==> src/rtp_defs.svh <==
// Constants for the radio transmit request parser
`ifndef RTP_DEFS_SVH
`define RTP_DEFS_SVH
`define RTP_SYNC_BYTE       8'h55
`define RTP_PT_LEGACY       8'h01
`define RTP_PT_RAW          8'h0a
`define RTP_PT_CHAINED      8'h09
`define RTP_PT_RESPONSE     8'h02
`define RTP_PT_EVENT        8'h04
`define RTP_OPT_LEGACY      8'h07
`define RTP_OPT_RAW         8'h03
`define RTP_OPT_CHAINED     8'h0a
`define RTP_RET_SUCCESS     8'h00
`define RTP_RET_UNSUPPORTED 8'h02
`define RTP_RET_BAD_PARAM   8'h03
`define RTP_RET_LOCKED      8'h05
`define RTP_EVT_TX_DONE     8'h08
`define RTP_SUBTEL_COUNT    8'h03
`define RTP_DBM_UNUSED      8'hff
`define RTP_SOURCE_ZERO     32'h00000000
`define RTP_BROADCAST_ID    32'hffffffff
`define RTP_LEGACY_MAX_BC   16'h000e
`define RTP_LEGACY_MAX_ADT  16'h0009
`define RTP_SEG_STD         16'h000e
`define RTP_SEG_EXT         16'h0022
`define RTP_HDR_CRC_OFS     5
`define RTP_DATA_OFS        6
`define RTP_SHUTDOWN_MS     40
`define RTP_CLK_MHZ         50
`define RTP_SUBTEL_CYC      32'd16
`define RTP_MAX_FRAME       64
`endif

==> src/rtp_pkg.sv <==
// Types shared by both ends of the transmit request link
package rtp_pkg;
  typedef logic [7:0] rtp_byte_t;
  typedef enum logic [6:0] {
    RTP_HUNT = 7'b0000001,
    RTP_HDR  = 7'b0000010,
    RTP_BODY = 7'b0000100,
    RTP_RESP = 7'b0001000,
    RTP_SEND = 7'b0010000,
    RTP_EVT  = 7'b0100000,
    RTP_IDLE = 7'b1000000
  } rtp_state_t;

  // CRC8 step, polynomial x8+x2+x+1, shared by both ends
  function automatic rtp_byte_t rtp_crc8(input rtp_byte_t crc,
                                         input rtp_byte_t data);
    rtp_byte_t c;
    c = crc ^ data;
    for (int i = 0; i < 8; i++)
    begin
      c = c[7] ? ((c << 1) ^ 8'h07) : (c << 1);
    end
    return c;
  endfunction : rtp_crc8
endpackage : rtp_pkg

==> src/rtp_link_if.sv <==
// Byte stream link between host and gateway device
`timescale 1ns/100ps
interface rtp_link_if;
  logic [7:0] h2d_data;
  logic       h2d_valid;
  logic       h2d_ready;
  logic [7:0] d2h_data;
  logic       d2h_valid;
  logic       d2h_ready;
  modport device (input h2d_data, input h2d_valid, output h2d_ready,
                  output d2h_data, output d2h_valid, input d2h_ready);
  modport host (output h2d_data, output h2d_valid, input h2d_ready,
                input d2h_data, input d2h_valid, output d2h_ready);
endinterface : rtp_link_if

==> src/rtp_device.sv <==
// Gateway end: parses transmit requests, answers, signals completion
//
// How it works
// - Legacy request: type 01, optional length 07
// - Header checksum at byte offset five
// - Last byte checksums data plus optional data
// - Host puts subtelegram count 3 first
// - All-ones destination broadcasts, else addressed
// - Legacy security byte ignored, link table used
// - Legacy payload max 14 broadcast, 9 addressed
// - Too long legacy payload answers bad parameter
// - Good request without lock answers success
// - Airtime lock active answers locked code 05
// - Transmission end sends complete event 08
// - Host waits 40 ms or complete event
// - Raw request: type 0A, optional length 03
// - Variant without raw protocol answers unsupported
// - Raw data lacks length byte, checksum arbitrary
// - Host sets count 03, strength FF
// - Raw payload segmented at 14 or 34
// - Chained request: type 09, optional length 0A
// - Chained data starts with message type byte
// - Host sends destination, zero source, FF, security
// - Chained payloads beyond limit sent by chaining
// - Chained request under lock answers locked
`timescale 1ns/100ps
`include "rtp_defs.svh"
module rtp_device
  import rtp_pkg::*;
#(
  parameter bit RAW_SUPPORTED = 1'b1,
  parameter bit EXTENDED      = 1'b0
)(
  input  wire logic       i_sys_clk,
  input  wire logic       i_nrst,
  rtp_link_if.device      link,
  input  wire logic       i_airtime_lock,
  output logic            o_tx_busy,
  output logic            o_seg_start,
  output logic      [7:0] o_tx_dest_bcast,
  output logic      [7:0] o_telegram_crc,
  output logic            o_frame_dropped
);
  rtp_state_t       state, next_state;
  logic      [15:0] cnt, next_cnt;
  logic      [15:0] dlen, next_dlen;
  logic       [7:0] olen, next_olen;
  logic       [7:0] ptype, next_ptype;
  logic       [7:0] crc, next_crc;
  logic       [7:0] tcrc, next_tcrc;
  logic      [31:0] dest, next_dest;
  logic       [7:0] resp, next_resp;
  logic       [2:0] ocnt, next_ocnt;
  logic      [31:0] tx_cyc, next_tx_cyc;
  logic      [15:0] seg_cnt, next_seg_cnt;
  logic             drop, next_drop;
  logic             seg, next_seg;
  logic             is_bc;
  logic      [15:0] seg_lim;
  logic      [15:0] dend;
  logic      [7:0]  obyte;
  logic      [7:0]  ans_type;
  logic             fire;

  assign fire    = link.h2d_valid & link.h2d_ready;
  assign dend    = dlen + {8'h00, olen};
  assign is_bc   = (dest == `RTP_BROADCAST_ID);
  assign seg_lim = EXTENDED ? `RTP_SEG_EXT : `RTP_SEG_STD;
  assign ans_type = (state == RTP_EVT) ? `RTP_PT_EVENT : `RTP_PT_RESPONSE;
  assign link.h2d_ready = (state == RTP_HUNT) || (state == RTP_HDR) ||
                          (state == RTP_BODY);

  // Outgoing byte selection for response and event frames
  always_comb
  begin
    unique case (ocnt)
      3'd0: obyte = `RTP_SYNC_BYTE;
      3'd1: obyte = 8'h00;
      3'd2: obyte = 8'h01;
      3'd3: obyte = 8'h00;
      3'd4: obyte = ans_type;
      3'd5: obyte = rtp_crc8(rtp_crc8(rtp_crc8(rtp_crc8(8'h00, 8'h00),
                    8'h01), 8'h00), ans_type);
      3'd6: obyte = resp;
      3'd7: obyte = rtp_crc8(8'h00, resp);
    endcase
  end

  // Parser, answer and transmit sequencing
  always_comb
  begin
    next_state  = state;
    next_tx_cyc = tx_cyc;
    {next_cnt, next_dlen, next_seg_cnt} = {cnt, dlen, seg_cnt};
    {next_olen, next_ptype, next_crc, next_tcrc} = {olen, ptype, crc, tcrc};
    {next_dest, next_resp, next_ocnt} = {dest, resp, ocnt};
    {next_drop, next_seg} = 2'b00;
    unique case (state)
      RTP_HUNT:
      begin
        if (fire && link.h2d_data == `RTP_SYNC_BYTE)
        begin
          next_state = RTP_HDR;
          next_cnt   = 16'd1;
          next_crc   = 8'h00;
        end
      end
      RTP_HDR:
      begin
        if (fire)
        begin
          next_cnt = cnt + 16'd1;
          next_crc = rtp_crc8(crc, link.h2d_data);
          if (cnt == 16'd1)
            next_dlen[15:8] = link.h2d_data;
          if (cnt == 16'd2)
            next_dlen[7:0] = link.h2d_data;
          if (cnt == 16'd3)
            next_olen = link.h2d_data;
          if (cnt == 16'd4)
            next_ptype = link.h2d_data;
          if (cnt == `RTP_HDR_CRC_OFS)
          begin
            next_crc  = 8'h00;
            next_tcrc = 8'h00;
            next_dest = 32'h0;
            next_cnt  = 16'd0;
            if (link.h2d_data != crc)
            begin
              next_state = RTP_HUNT;
              next_drop  = 1'b1;
            end
            else
              next_state = RTP_BODY;
          end
        end
      end
      RTP_BODY:
      begin
        if (fire)
        begin
          next_cnt = cnt + 16'd1;
          next_crc = rtp_crc8(crc, link.h2d_data);
          // Raw telegram checksum built locally
          if (cnt < dlen && !(ptype == `RTP_PT_RAW && cnt == dlen - 16'd1))
            next_tcrc = rtp_crc8(tcrc, link.h2d_data);
          // Destination after count, or right after the data if chained; security unused
          if (cnt + {15'h0000, ptype == `RTP_PT_CHAINED} >= dlen + 16'd1 &&
              cnt + {15'h0000, ptype == `RTP_PT_CHAINED} <= dlen + 16'd4 &&
              ptype != `RTP_PT_RAW)
            next_dest = {dest[23:0], link.h2d_data};
          if (cnt == dend)
          begin
            next_ocnt = 3'd0;
            if (link.h2d_data != crc)
            begin
              next_state = RTP_HUNT;
              next_drop  = 1'b1;
            end
            else
            begin
              next_state = RTP_RESP;
              if (ptype == `RTP_PT_LEGACY && olen == `RTP_OPT_LEGACY)
              begin
                if (dlen > (is_bc ? `RTP_LEGACY_MAX_BC :
                            `RTP_LEGACY_MAX_ADT))
                  next_resp = `RTP_RET_BAD_PARAM;
                else if (i_airtime_lock)
                  next_resp = `RTP_RET_LOCKED;
                else
                  next_resp = `RTP_RET_SUCCESS;
              end
              else if (ptype == `RTP_PT_RAW && olen == `RTP_OPT_RAW)
              begin
                if (!RAW_SUPPORTED)
                  next_resp = `RTP_RET_UNSUPPORTED;
                else if (i_airtime_lock)
                  next_resp = `RTP_RET_LOCKED;
                else
                  next_resp = `RTP_RET_SUCCESS;
              end
              else if (ptype == `RTP_PT_CHAINED &&
                       olen == `RTP_OPT_CHAINED && dlen != 16'd0)
              begin
                if (i_airtime_lock)
                  next_resp = `RTP_RET_LOCKED;
                else
                  next_resp = `RTP_RET_SUCCESS;
              end
              else
                next_resp = `RTP_RET_BAD_PARAM;
            end
          end
        end
      end
      RTP_RESP:
      begin
        if (link.d2h_ready)
        begin
          next_ocnt = ocnt + 3'd1;
          if (ocnt == 3'd7)
          begin
            next_seg_cnt = dlen;
            next_tx_cyc  = `RTP_SUBTEL_CYC;
            next_state   = (resp == `RTP_RET_SUCCESS) ? RTP_SEND : RTP_HUNT;
            next_seg     = (resp == `RTP_RET_SUCCESS);
          end
        end
      end
      RTP_SEND:
      begin
        // One segment per subtelegram slot, chained if oversize
        if (tx_cyc != 32'd0)
          next_tx_cyc = tx_cyc - 32'd1;
        else if (seg_cnt > seg_lim)
        begin
          next_seg_cnt = seg_cnt - seg_lim;
          next_tx_cyc  = `RTP_SUBTEL_CYC;
          next_seg     = 1'b1;
        end
        else
        begin
          next_state = RTP_EVT;
          next_resp  = `RTP_EVT_TX_DONE;
          next_ocnt  = 3'd0;
        end
      end
      RTP_EVT:
      begin
        if (link.d2h_ready)
        begin
          next_ocnt = ocnt + 3'd1;
          if (ocnt == 3'd7)
            next_state = RTP_HUNT;
        end
      end
      default:
        next_state = RTP_HUNT;
    endcase
  end

  // Register stage
  always_ff @(posedge i_sys_clk)
  begin
    if (!i_nrst)
    begin
      state <= RTP_HUNT;
      {cnt, dlen, seg_cnt} <= 48'h0;
      {olen, ptype, crc, tcrc, resp} <= 40'h0;
      {dest, tx_cyc} <= 64'h0;
      {ocnt, drop, seg} <= 5'h0;
    end
    else
    begin
      state <= next_state;
      {cnt, dlen, seg_cnt} <= {next_cnt, next_dlen, next_seg_cnt};
      {olen, ptype, crc} <= {next_olen, next_ptype, next_crc};
      {tcrc, resp, ocnt} <= {next_tcrc, next_resp, next_ocnt};
      {dest, tx_cyc} <= {next_dest, next_tx_cyc};
      {drop, seg} <= {next_drop, next_seg};
    end
  end

  assign link.d2h_valid  = (state == RTP_RESP) || (state == RTP_EVT);
  assign link.d2h_data   = obyte;
  assign o_tx_busy       = (state == RTP_SEND);
  assign o_seg_start     = seg;
  assign o_tx_dest_bcast = {7'h00, is_bc};
  assign o_telegram_crc  = tcrc;
  assign o_frame_dropped = drop;
endmodule : rtp_device

==> src/flat_wrapper.sv <==
// flat-port wrapper written by rule: the top's interface ports become plain ports
module rtp_device_flat import rtp_pkg::*;
#(
  parameter bit RAW_SUPPORTED = 1'b1,
  parameter bit EXTENDED      = 1'b0
)
  (i_sys_clk, i_nrst, i_airtime_lock, o_tx_busy, o_seg_start, o_tx_dest_bcast, o_telegram_crc, o_frame_dropped, link_h2d_data, link_h2d_valid, link_h2d_ready, link_d2h_data, link_d2h_valid, link_d2h_ready);
  rtp_link_if link_i ();
  input  wire logic i_sys_clk;
  input  wire logic i_nrst;
  input  wire logic i_airtime_lock;
  output logic o_tx_busy;
  output logic o_seg_start;
  output logic      [7:0] o_tx_dest_bcast;
  output logic      [7:0] o_telegram_crc;
  output logic o_frame_dropped;
  input wire logic [$bits(link_i.h2d_data)-1:0] link_h2d_data;
  input wire logic [$bits(link_i.h2d_valid)-1:0] link_h2d_valid;
  output wire logic [$bits(link_i.h2d_ready)-1:0] link_h2d_ready;
  output wire logic [$bits(link_i.d2h_data)-1:0] link_d2h_data;
  output wire logic [$bits(link_i.d2h_valid)-1:0] link_d2h_valid;
  input wire logic [$bits(link_i.d2h_ready)-1:0] link_d2h_ready;
  assign link_i.h2d_data = link_h2d_data;
  assign link_i.h2d_valid = link_h2d_valid;
  assign link_h2d_ready = link_i.h2d_ready;
  assign link_d2h_data = link_i.d2h_data;
  assign link_d2h_valid = link_i.d2h_valid;
  assign link_i.d2h_ready = link_d2h_ready;
  rtp_device #(.RAW_SUPPORTED(RAW_SUPPORTED), .EXTENDED(EXTENDED)) u_core (.i_sys_clk(i_sys_clk), .i_nrst(i_nrst), .link(link_i), .i_airtime_lock(i_airtime_lock), .o_tx_busy(o_tx_busy), .o_seg_start(o_seg_start), .o_tx_dest_bcast(o_tx_dest_bcast), .o_telegram_crc(o_telegram_crc), .o_frame_dropped(o_frame_dropped));
endmodule
==> config.mk <==
export PLATFORM = sky130hd
export DESIGN_NAME = rtp_device_flat
export DESIGN_NICKNAME = d
export VERILOG_FILES = /design/src/rtp_pkg.sv /design/src/rtp_link_if.sv /design/src/rtp_device.sv /design/src/flat_wrapper.sv
export VERILOG_INCLUDE_DIRS = /design/src
export SDC_FILE = /design/constraint.sdc
export NUM_CORES = 1
export LEC_CHECK = 0
export BUFFER_PORTS_ARGS = -buffer_cell sky130_fd_sc_hd__clkbuf_2
export CAP_MARGIN = 15
export CORE_MARGIN = 5
export CORE_UTILIZATION = 50
export DETAILED_ROUTE_END_ITERATION = 10
export GPL_TIMING_DRIVEN = 1
export PLACE_DENSITY = 0.63
export SKIP_CTS_REPAIR_TIMING = 1
export SLEW_MARGIN = 20
export SYNTH_ARGS = -nofsm -noshare
export SYNTH_HDL_FRONTEND = slang
export SYNTH_SLANG_ARGS = --single-unit
==> constraint.sdc <==
create_clock -name i_sys_clk -period 4.6 [get_ports i_sys_clk]
set_clock_uncertainty 0.1 [all_clocks]
set_input_delay 0.69 -clock i_sys_clk [delete_from_list [all_inputs] [get_ports i_sys_clk]]
set_output_delay 0.69 -clock i_sys_clk [all_outputs]
set_load 0.01 [all_outputs]
==> results.ini, run 1 <==
[status]
status=complete, no violations

[pwr]
swShare_pct=31.0
p_comb_share_pct=12.5
total_power_w=0.00330
leakage_nw=4.94
p_per_area_nw_per_um2=269
switchingPower_w=0.00102
vdd_drop_max_mv=0.193
cell_internal_pwr_w=0.00228
seq_power_share_pct=42.6
pwr-share-clk_pct=44.8

[logic_synthesis]
synth_seq_area_share_pct=28.3
synth_edf_count=0
async_flop_share_pct=0
synthCells=1428
synth.avg_cell_area_sq_um=7.88
netlist_area_sq_um=11300
ys_ff_latch=159
synth_flop_cell=dfxtp_1
synth_top_cell_by_area=dfxtp_1
synthTopCellsByArea=dfxtp_1 28%, ha_1 9.3%, xnor2_1 8.3%
synth_top_area_share_pct=28.3
yosysUniqueCellTypes=84
yosys_warnings=0

[clocking]
cts_tree=yes
path_clk_slew_ps=80
clock_path_buffers=2
numCtsBuffers=17
htreeDepth=4
clock_sinks=159
root_buffer=clkbuf_16
insertion_delay_ps=450

[die]
die_h_um=160
io_pins=42
die-area_sq_um=25600
die_x_um=160
rows=54
start_util_pct=51.2
core_area_sq_um=22000

[place]
io_buffer_count=33
dpl_worst_slack_ps=291
hpwl_um=24600
gp_congestion=0.959

[global_routing]
grtUsageMet2_pct=40.9
use_met1_pct=34.6
grt_pass1_vias=9744
antenna_found_initial=0
grt_usage_pct=25.5
use_met3_pct=4.61
grt_max_degree=69
grt_overflow_total=0
top_usage_layer=met2
grt_pass1_wl_um=53200

[critical_path]
crit_type=reg2reg
cp-end-kind=flop
worstPathCellList=nor4_2 -> nand3b_1 -> nor2_1 -> ha_1 -> ha_1 -> nand3_1 -> nor2_1 -> nand3_1 -> xnor2_1 -> ha_1 -> a21o_1 -> a21oi_1 -> nor2_1 -> a2111oi_0 -> o211ai_1 -> o211ai_1 -> o211ai_1 -> buf_12 -> mux2i_1
required_ps=4820
critPathTopFamily=simple AND/OR/NAND/NOR gates
crit_slowest_cell=a2111oi_0
crit_fanout=32
crit_buf_inv=1
cp-start-kind=flop
crit_arrival_ps=4430
max_stage_delay_ps=380

[sta]
fin_crit_ps=4210
timing.final.crit_share_pct=91.5
tns_ps=0
setup_slack_ps=391
slew_headroom_pct=40.4
finalHoldViolCount=0
rsz0062_at_grt=false
worst_pin_slew_ps=891
slew_violations=0
fmax_ghz=0.238
setup_viol=0

[hold_path]
hp-class=reg2reg

[finish]
layout.nets=1527
utilization_pct=55.8
num_antenna_cells=0
multi_input_area_sq_um=7520
area_delta_synth_final_pct=8.99
drive_gt1_share_pct=8.88
regArea_sq_um=3180
fillers=2101

[route]
wl_per_cell_um=19.2
vias_per_cell=6.00
drt-pass1-iter-count=6
ant_nets=0
drt_iter0_drc=976
drc=0
vias=10300
wl_um=33100

[run]
cap_viol_max_count=0

-- registers in the layout, indices dropped and copies added (netlist names) --
register,cells
u_core.dest,32
u_core.tx_cyc,32
u_core.cnt,16
u_core.dlen,16
u_core.seg_cnt,16
u_core.crc,8
u_core.o_telegram_crc,8
u_core.olen,8
u_core.ptype,8
u_core.state,6
u_core.resp,4
u_core.ocnt,3
u_core.o_frame_dropped,1
u_core.o_seg_start,1
-- layout make-up --
class	instances	share of cell area, %
Multi-Input combinational cell	1142	61.3
Sequential cell	159	26.0
Timing Repair Buffer	69	3.65
Clock buffer	17	3.47
Tap cell	280	2.86
Clock inverter	15	1.49
Inverter	40	1.22
-- worst reg2reg max path, stage by stage, from the launching register on --
cell and delay (ps):
dfxtp_1 330, nor4_2 350, nand3b_1 110, nor2_1 170
ha_1 240, ha_1 220, nand3_1 150, nor2_1 200
nand3_1 120, xnor2_1 180, ha_1 340, a21o_1 160
a21oi_1 140, nor2_1 60, a2111oi_0 380, o211ai_1 150
o211ai_1 110, o211ai_1 160, buf_12 240, mux2i_1 180
-- cell families (layout without fill, tap and decap cells) --
| family | after synthesis | in the layout | share of synthesized area, % |
|---|---|---|---|
| AOI/OAI and AO/OA | 257 | 257 | 14.7 |
| xor gates and xnor gates | 149 | 149 | 11.6 |
| adders and majority gates | 85 | 85 | 9.52 |
| buffers and inverters | 134 | 141 | 5.18 |
| DFF | 159 | 159 | 28.3 |
| muxes | 48 | 48 | 4.27 |
| other | 1 | 8 | 0.0333 |
| and+or+nand+nor | 595 | 595 | 26.4 |
-- per-layer routing --
| layer | routed length, um | vias to the layer above | part of all wire [%] |
|---|---|---|---|
| met2 | 15200 | 297 | 46 |
| met1 | 15200 | 4906 | 46 |
| met4 | 813 | 0 | 2.5 |
| met3 | 1850 | 46 | 5.6 |
| li1 | - | 5078 | - |
| met5 | 0 | - | 0 |
-- cells in the final DEF (no fill, tap or decap), types with 10 or more instances in the layout --
cell         n
a21oi_1     89
o21ai_0     47
dfxtp_1    159
xnor2_1    107
nor2_1     147
nand4_1     27
clkbuf_16   17
or4_1       12
mux2i_1     48
buf_4       35
and3_1      17
nor4_1      35
ha_1        84
nor3_1      33
xor2_1      42
a21o_1      15
a22oi_1     14
inv_1       39
nand2_1    142
nand3_1    100
o211ai_1    13
o21a_1      10
nand3b_1    10
clkbuf_2    32
or3_1       13
nor3b_1     10
-- Yosys cell counts, types with 11 or more instances --
cell / count
nor3_1: 33
inv_1: 39
xnor2_1: 107
a22oi_1: 14
o21ai_0: 47
nand3_1: 100
o211ai_1: 13
a21o_1: 15
xor2_1: 42
nor4_1: 36
or3_1: 13
ha_1: 84
nand4_1: 27
clkbuf_1: 73
a21oi_1: 89
nand2_1: 142
nor3b_1: 11
and3_1: 17
nor2_1: 147
mux2i_1: 48
or4_1: 12
dfxtp_1: 159
-- worst paths after layout --
check | slack (ps) | start | cells after the start | to
hold reg to reg | 360 | u_core.dest[27] | 2 | u_core.dest[27]
hold / removal | 360 | u_core.dest[27] | 2 | u_core.dest[27]
setup reg to reg | 390 | u_core.ptype[2] | 19 | u_core.dest[6]
setup / recovery | 390 | u_core.ptype[2] | 19 | u_core.dest[6]
-- through the flow --
step	cells	instance area, sq um	hold WS, ps
6_report	1722	12300	365
5_1_grt	1722	12300	396
4_1_cts	1722	12300	363
3_5_place_dp	1690	11600	353
3_3_place_gp	1690	11600	346
2_1_floorplan	1435	11300	338
-- power groups by stage --
stage / Combinational (W) / Sequential (W) / Clock [W]
after detailed placement: 0.000409 / 0.00144 / 0
after floorplan: 0.000304 / 0.00143 / 0
final: 0.000413 / 0.00141 / 0.00148
after global routing: 0.000452 / 0.00141 / 0.00156
after CTS: 0.000411 / 0.00141 / 0.00151
after global placement: 0.000408 / 0.00144 / 0
(Power assumes the default switching activity.)
==> run 2, diff against run 1 <==
--- a/config.mk
+++ b/config.mk
@@ -6,11 +6,12 @@
 export SDC_FILE = /design/constraint.sdc
 export NUM_CORES = 1
 export LEC_CHECK = 0
-export BUFFER_PORTS_ARGS = -buffer_cell sky130_fd_sc_hd__clkbuf_2
+export BUFFER_PORTS_ARGS = -buffer_cell sky130_fd_sc_hd__buf_2
 export CAP_MARGIN = 15
 export CORE_MARGIN = 5
 export CORE_UTILIZATION = 50
 export DETAILED_ROUTE_END_ITERATION = 10
+export GPL_ROUTABILITY_DRIVEN = 1
 export GPL_TIMING_DRIVEN = 1
 export PLACE_DENSITY = 0.63
 export SKIP_CTS_REPAIR_TIMING = 1
==> run 2 against run 1 <==
Compared with the run above: flip-flop and latch count did not move; hold slack got worse by 0.95 ps; count of clock-buffer cells in the layout did not move; largest cell class unchanged.
==> results.ini, run 2 (same netlist as run 1, synthesis figures left out) <==
[critical_path]
required_ps=4820  ; about the same
cp-end-kind=flop
r2r_end=u_core.dest[9]
crit_fanout=32  ; unchanged
cp-start-kind=flop
worstReg2RegStart=u_core.ptype[2]
reg2reg_depth=19  ; unchanged
rrSetupSlack_ps=390  ; about the same
crit_type=reg2reg
crit_arrival_ps=4430  ; about the same

[finish]
regArea_sq_um=3180  ; unchanged
layout.nets=1525  ; -0.13%
multi_input_area_sq_um=7530  ; +0.13%
final_common_cell=dfxtp_1
drive_gt1_share_pct=8.75  ; -0.13 points
fillers=2050  ; -2.4%
area_delta_synth_final_pct=9.01  ; about the same
num_antenna_cells=0  ; unchanged
final_cell_mix=159 x dfxtp_1, 147 x nor2_1, 142 x nand2_1

[sta]
fin_crit_ps=4210  ; -2.98 ps
setup_viol=0  ; unchanged
timing.final.crit_share_pct=91.4  ; about the same
slew_violations=0  ; unchanged
rsz0062_at_grt=false
finalHoldViolCount=0  ; unchanged
worst_pin_slew_ps=893  ; +2.00 ps
setup_slack_ps=394  ; +2.98 ps
tns_ps=0  ; unchanged
slew_headroom_pct=39.7  ; -0.71 points
fmax_ghz=0.238  ; about the same

[place]
dpl_worst_slack_ps=226  ; -65.1 ps
hpwl_um=24300  ; -1.0%
io_buffer_count=33  ; unchanged
gp_congestion=0.932  ; -2.8%

[route]
vias_per_cell=6.03  ; +0.56%
wl_met2_um=14600  ; -3.9%
wl_per_cell_um=19.0  ; -1.0%
wl_um=32700  ; -1.1%
met1_length_um=14800  ; -2.9%
drt_iter0_drc=1026  ; +5.1%
drc=0  ; unchanged
ant_nets=0  ; unchanged
topRoutingLayerUsed=met4
drt-pass1-iter-count=6  ; unchanged
vias=10400  ; +0.45%
routed-wl-met3_um=2120  ; +15%

[global_routing]
grt_max_degree=68  ; -1.4%
grt_usage_pct=25.5  ; +0.046 points
grt_overflow_total=0  ; unchanged
grt_pass1_wl_um=53000  ; -0.40%
grt_pass1_vias=9855  ; +1.1%
antenna_found_initial=0  ; unchanged

[clocking]
insertion_delay_ps=440  ; about the same
numCtsBuffers=17  ; unchanged
clock_path_buffers=2  ; unchanged
path_clk_slew_ps=70  ; about the same
cts_tree=yes
clock_sinks=159  ; unchanged
htreeDepth=4  ; unchanged
root_buffer=clkbuf_16

[die]
rows=54  ; unchanged
core_area_sq_um=22000  ; unchanged
die_x_um=160  ; unchanged
start_util_pct=51.2  ; unchanged
io_pins=42  ; unchanged
die-area_sq_um=25600  ; unchanged
die_h_um=160  ; unchanged

[pwr]
p_per_area_nw_per_um2=268  ; -0.36%
vdd_drop_max_mv=0.182  ; -5.5%
leakage_nw=4.95  ; about the same

[hold_path]
hold_path_depth=2  ; unchanged
holdPathEnd=u_core.dest[25]
hp-class=reg2reg
worstHoldStart=u_core.dest[25]

[run]
cap_viol_max_count=0  ; unchanged

[status]
status=complete, no violations

==> run 2: cell types whose count changed in the layout (fill, tap and decap cells not counted), sizes merged <==
cell,change
buf,+30
clkinv,+3
clkbuf,-32
inv,-3
==> run 2: worst max-delay path by stage <==
stage                    startpoint              end  cells after the start
floorplan           u_core.ptype[2]  u_core.dest[10]                     19
global placement    u_core.ptype[2]   u_core.dest[1]                     19
detailed placement  u_core.ptype[2]   u_core.dest[9]                     19
CTS                 u_core.ptype[2]   u_core.dest[9]                     19
global route        u_core.ptype[2]   u_core.dest[9]                     19
finish              u_core.ptype[2]   u_core.dest[9]                     19
==> run 2: where the power goes <==
part           total (W)  internal [W]  switching [W]
registers        0.00141       0.00139      0.0000203
clock network    0.00147      0.000741       0.000727
logic           0.000415      0.000149       0.000266
total            0.00329       0.00228        0.00101
==> run 2: worst max-delay path, cell delays in order, from the launching register on <==
cell	delay [ps]
dfxtp_1	330
nor4_4	320
nand3b_1	110
nor2_1	180
ha_1	240
ha_1	220
nand3_1	150
nor2_1	200
nand3_1	110
xnor2_1	230
ha_1	290
a21o_1	160
a21oi_1	150
nor2_1	70
a2111oi_1	410
o211ai_1	150
o211ai_1	110
o211ai_1	160
buf_12	230
mux2i_1	150
==> run 2: final cells by class <==
cell class,instances,area share (%)
clock buffers,17,3.47
clock inverters,15,1.55
inverters,40,1.22
multi-input cells,1142,61.4
flip-flops and latches,159,26.0
well taps,280,2.86
repair buffers,67,3.53
==> run 2: metal layers <==
| layer | up-vias | GRT usage (%) |
|---|---|---|
| met5 | - | 0 |
| met4 | 0 | 9.74 |
| met3 | 81 | 4.69 |
| met2 | 363 | 39.7 |
| met1 | 4871 | 35.2 |
| li1 | 5058 | - |
==> run 2: per-stage QoR <==
step | hold WS [ps] | power [W] | instance area [sq um] | cells | utilization (%)
2_1_floorplan | 338 | 0.00173 | 11300 | 1435 | -
3_3_place_gp | 346 | 0.00185 | 11600 | 1688 | 53.0
3_5_place_dp | 353 | 0.00185 | 11600 | 1688 | 53.0
4_1_cts | 364 | 0.00330 | 12200 | 1720 | 55.8
5_1_grt | 390 | 0.00340 | 12300 | 1720 | 55.9
6_report | 364 | 0.00329 | 12300 | 1720 | 55.9
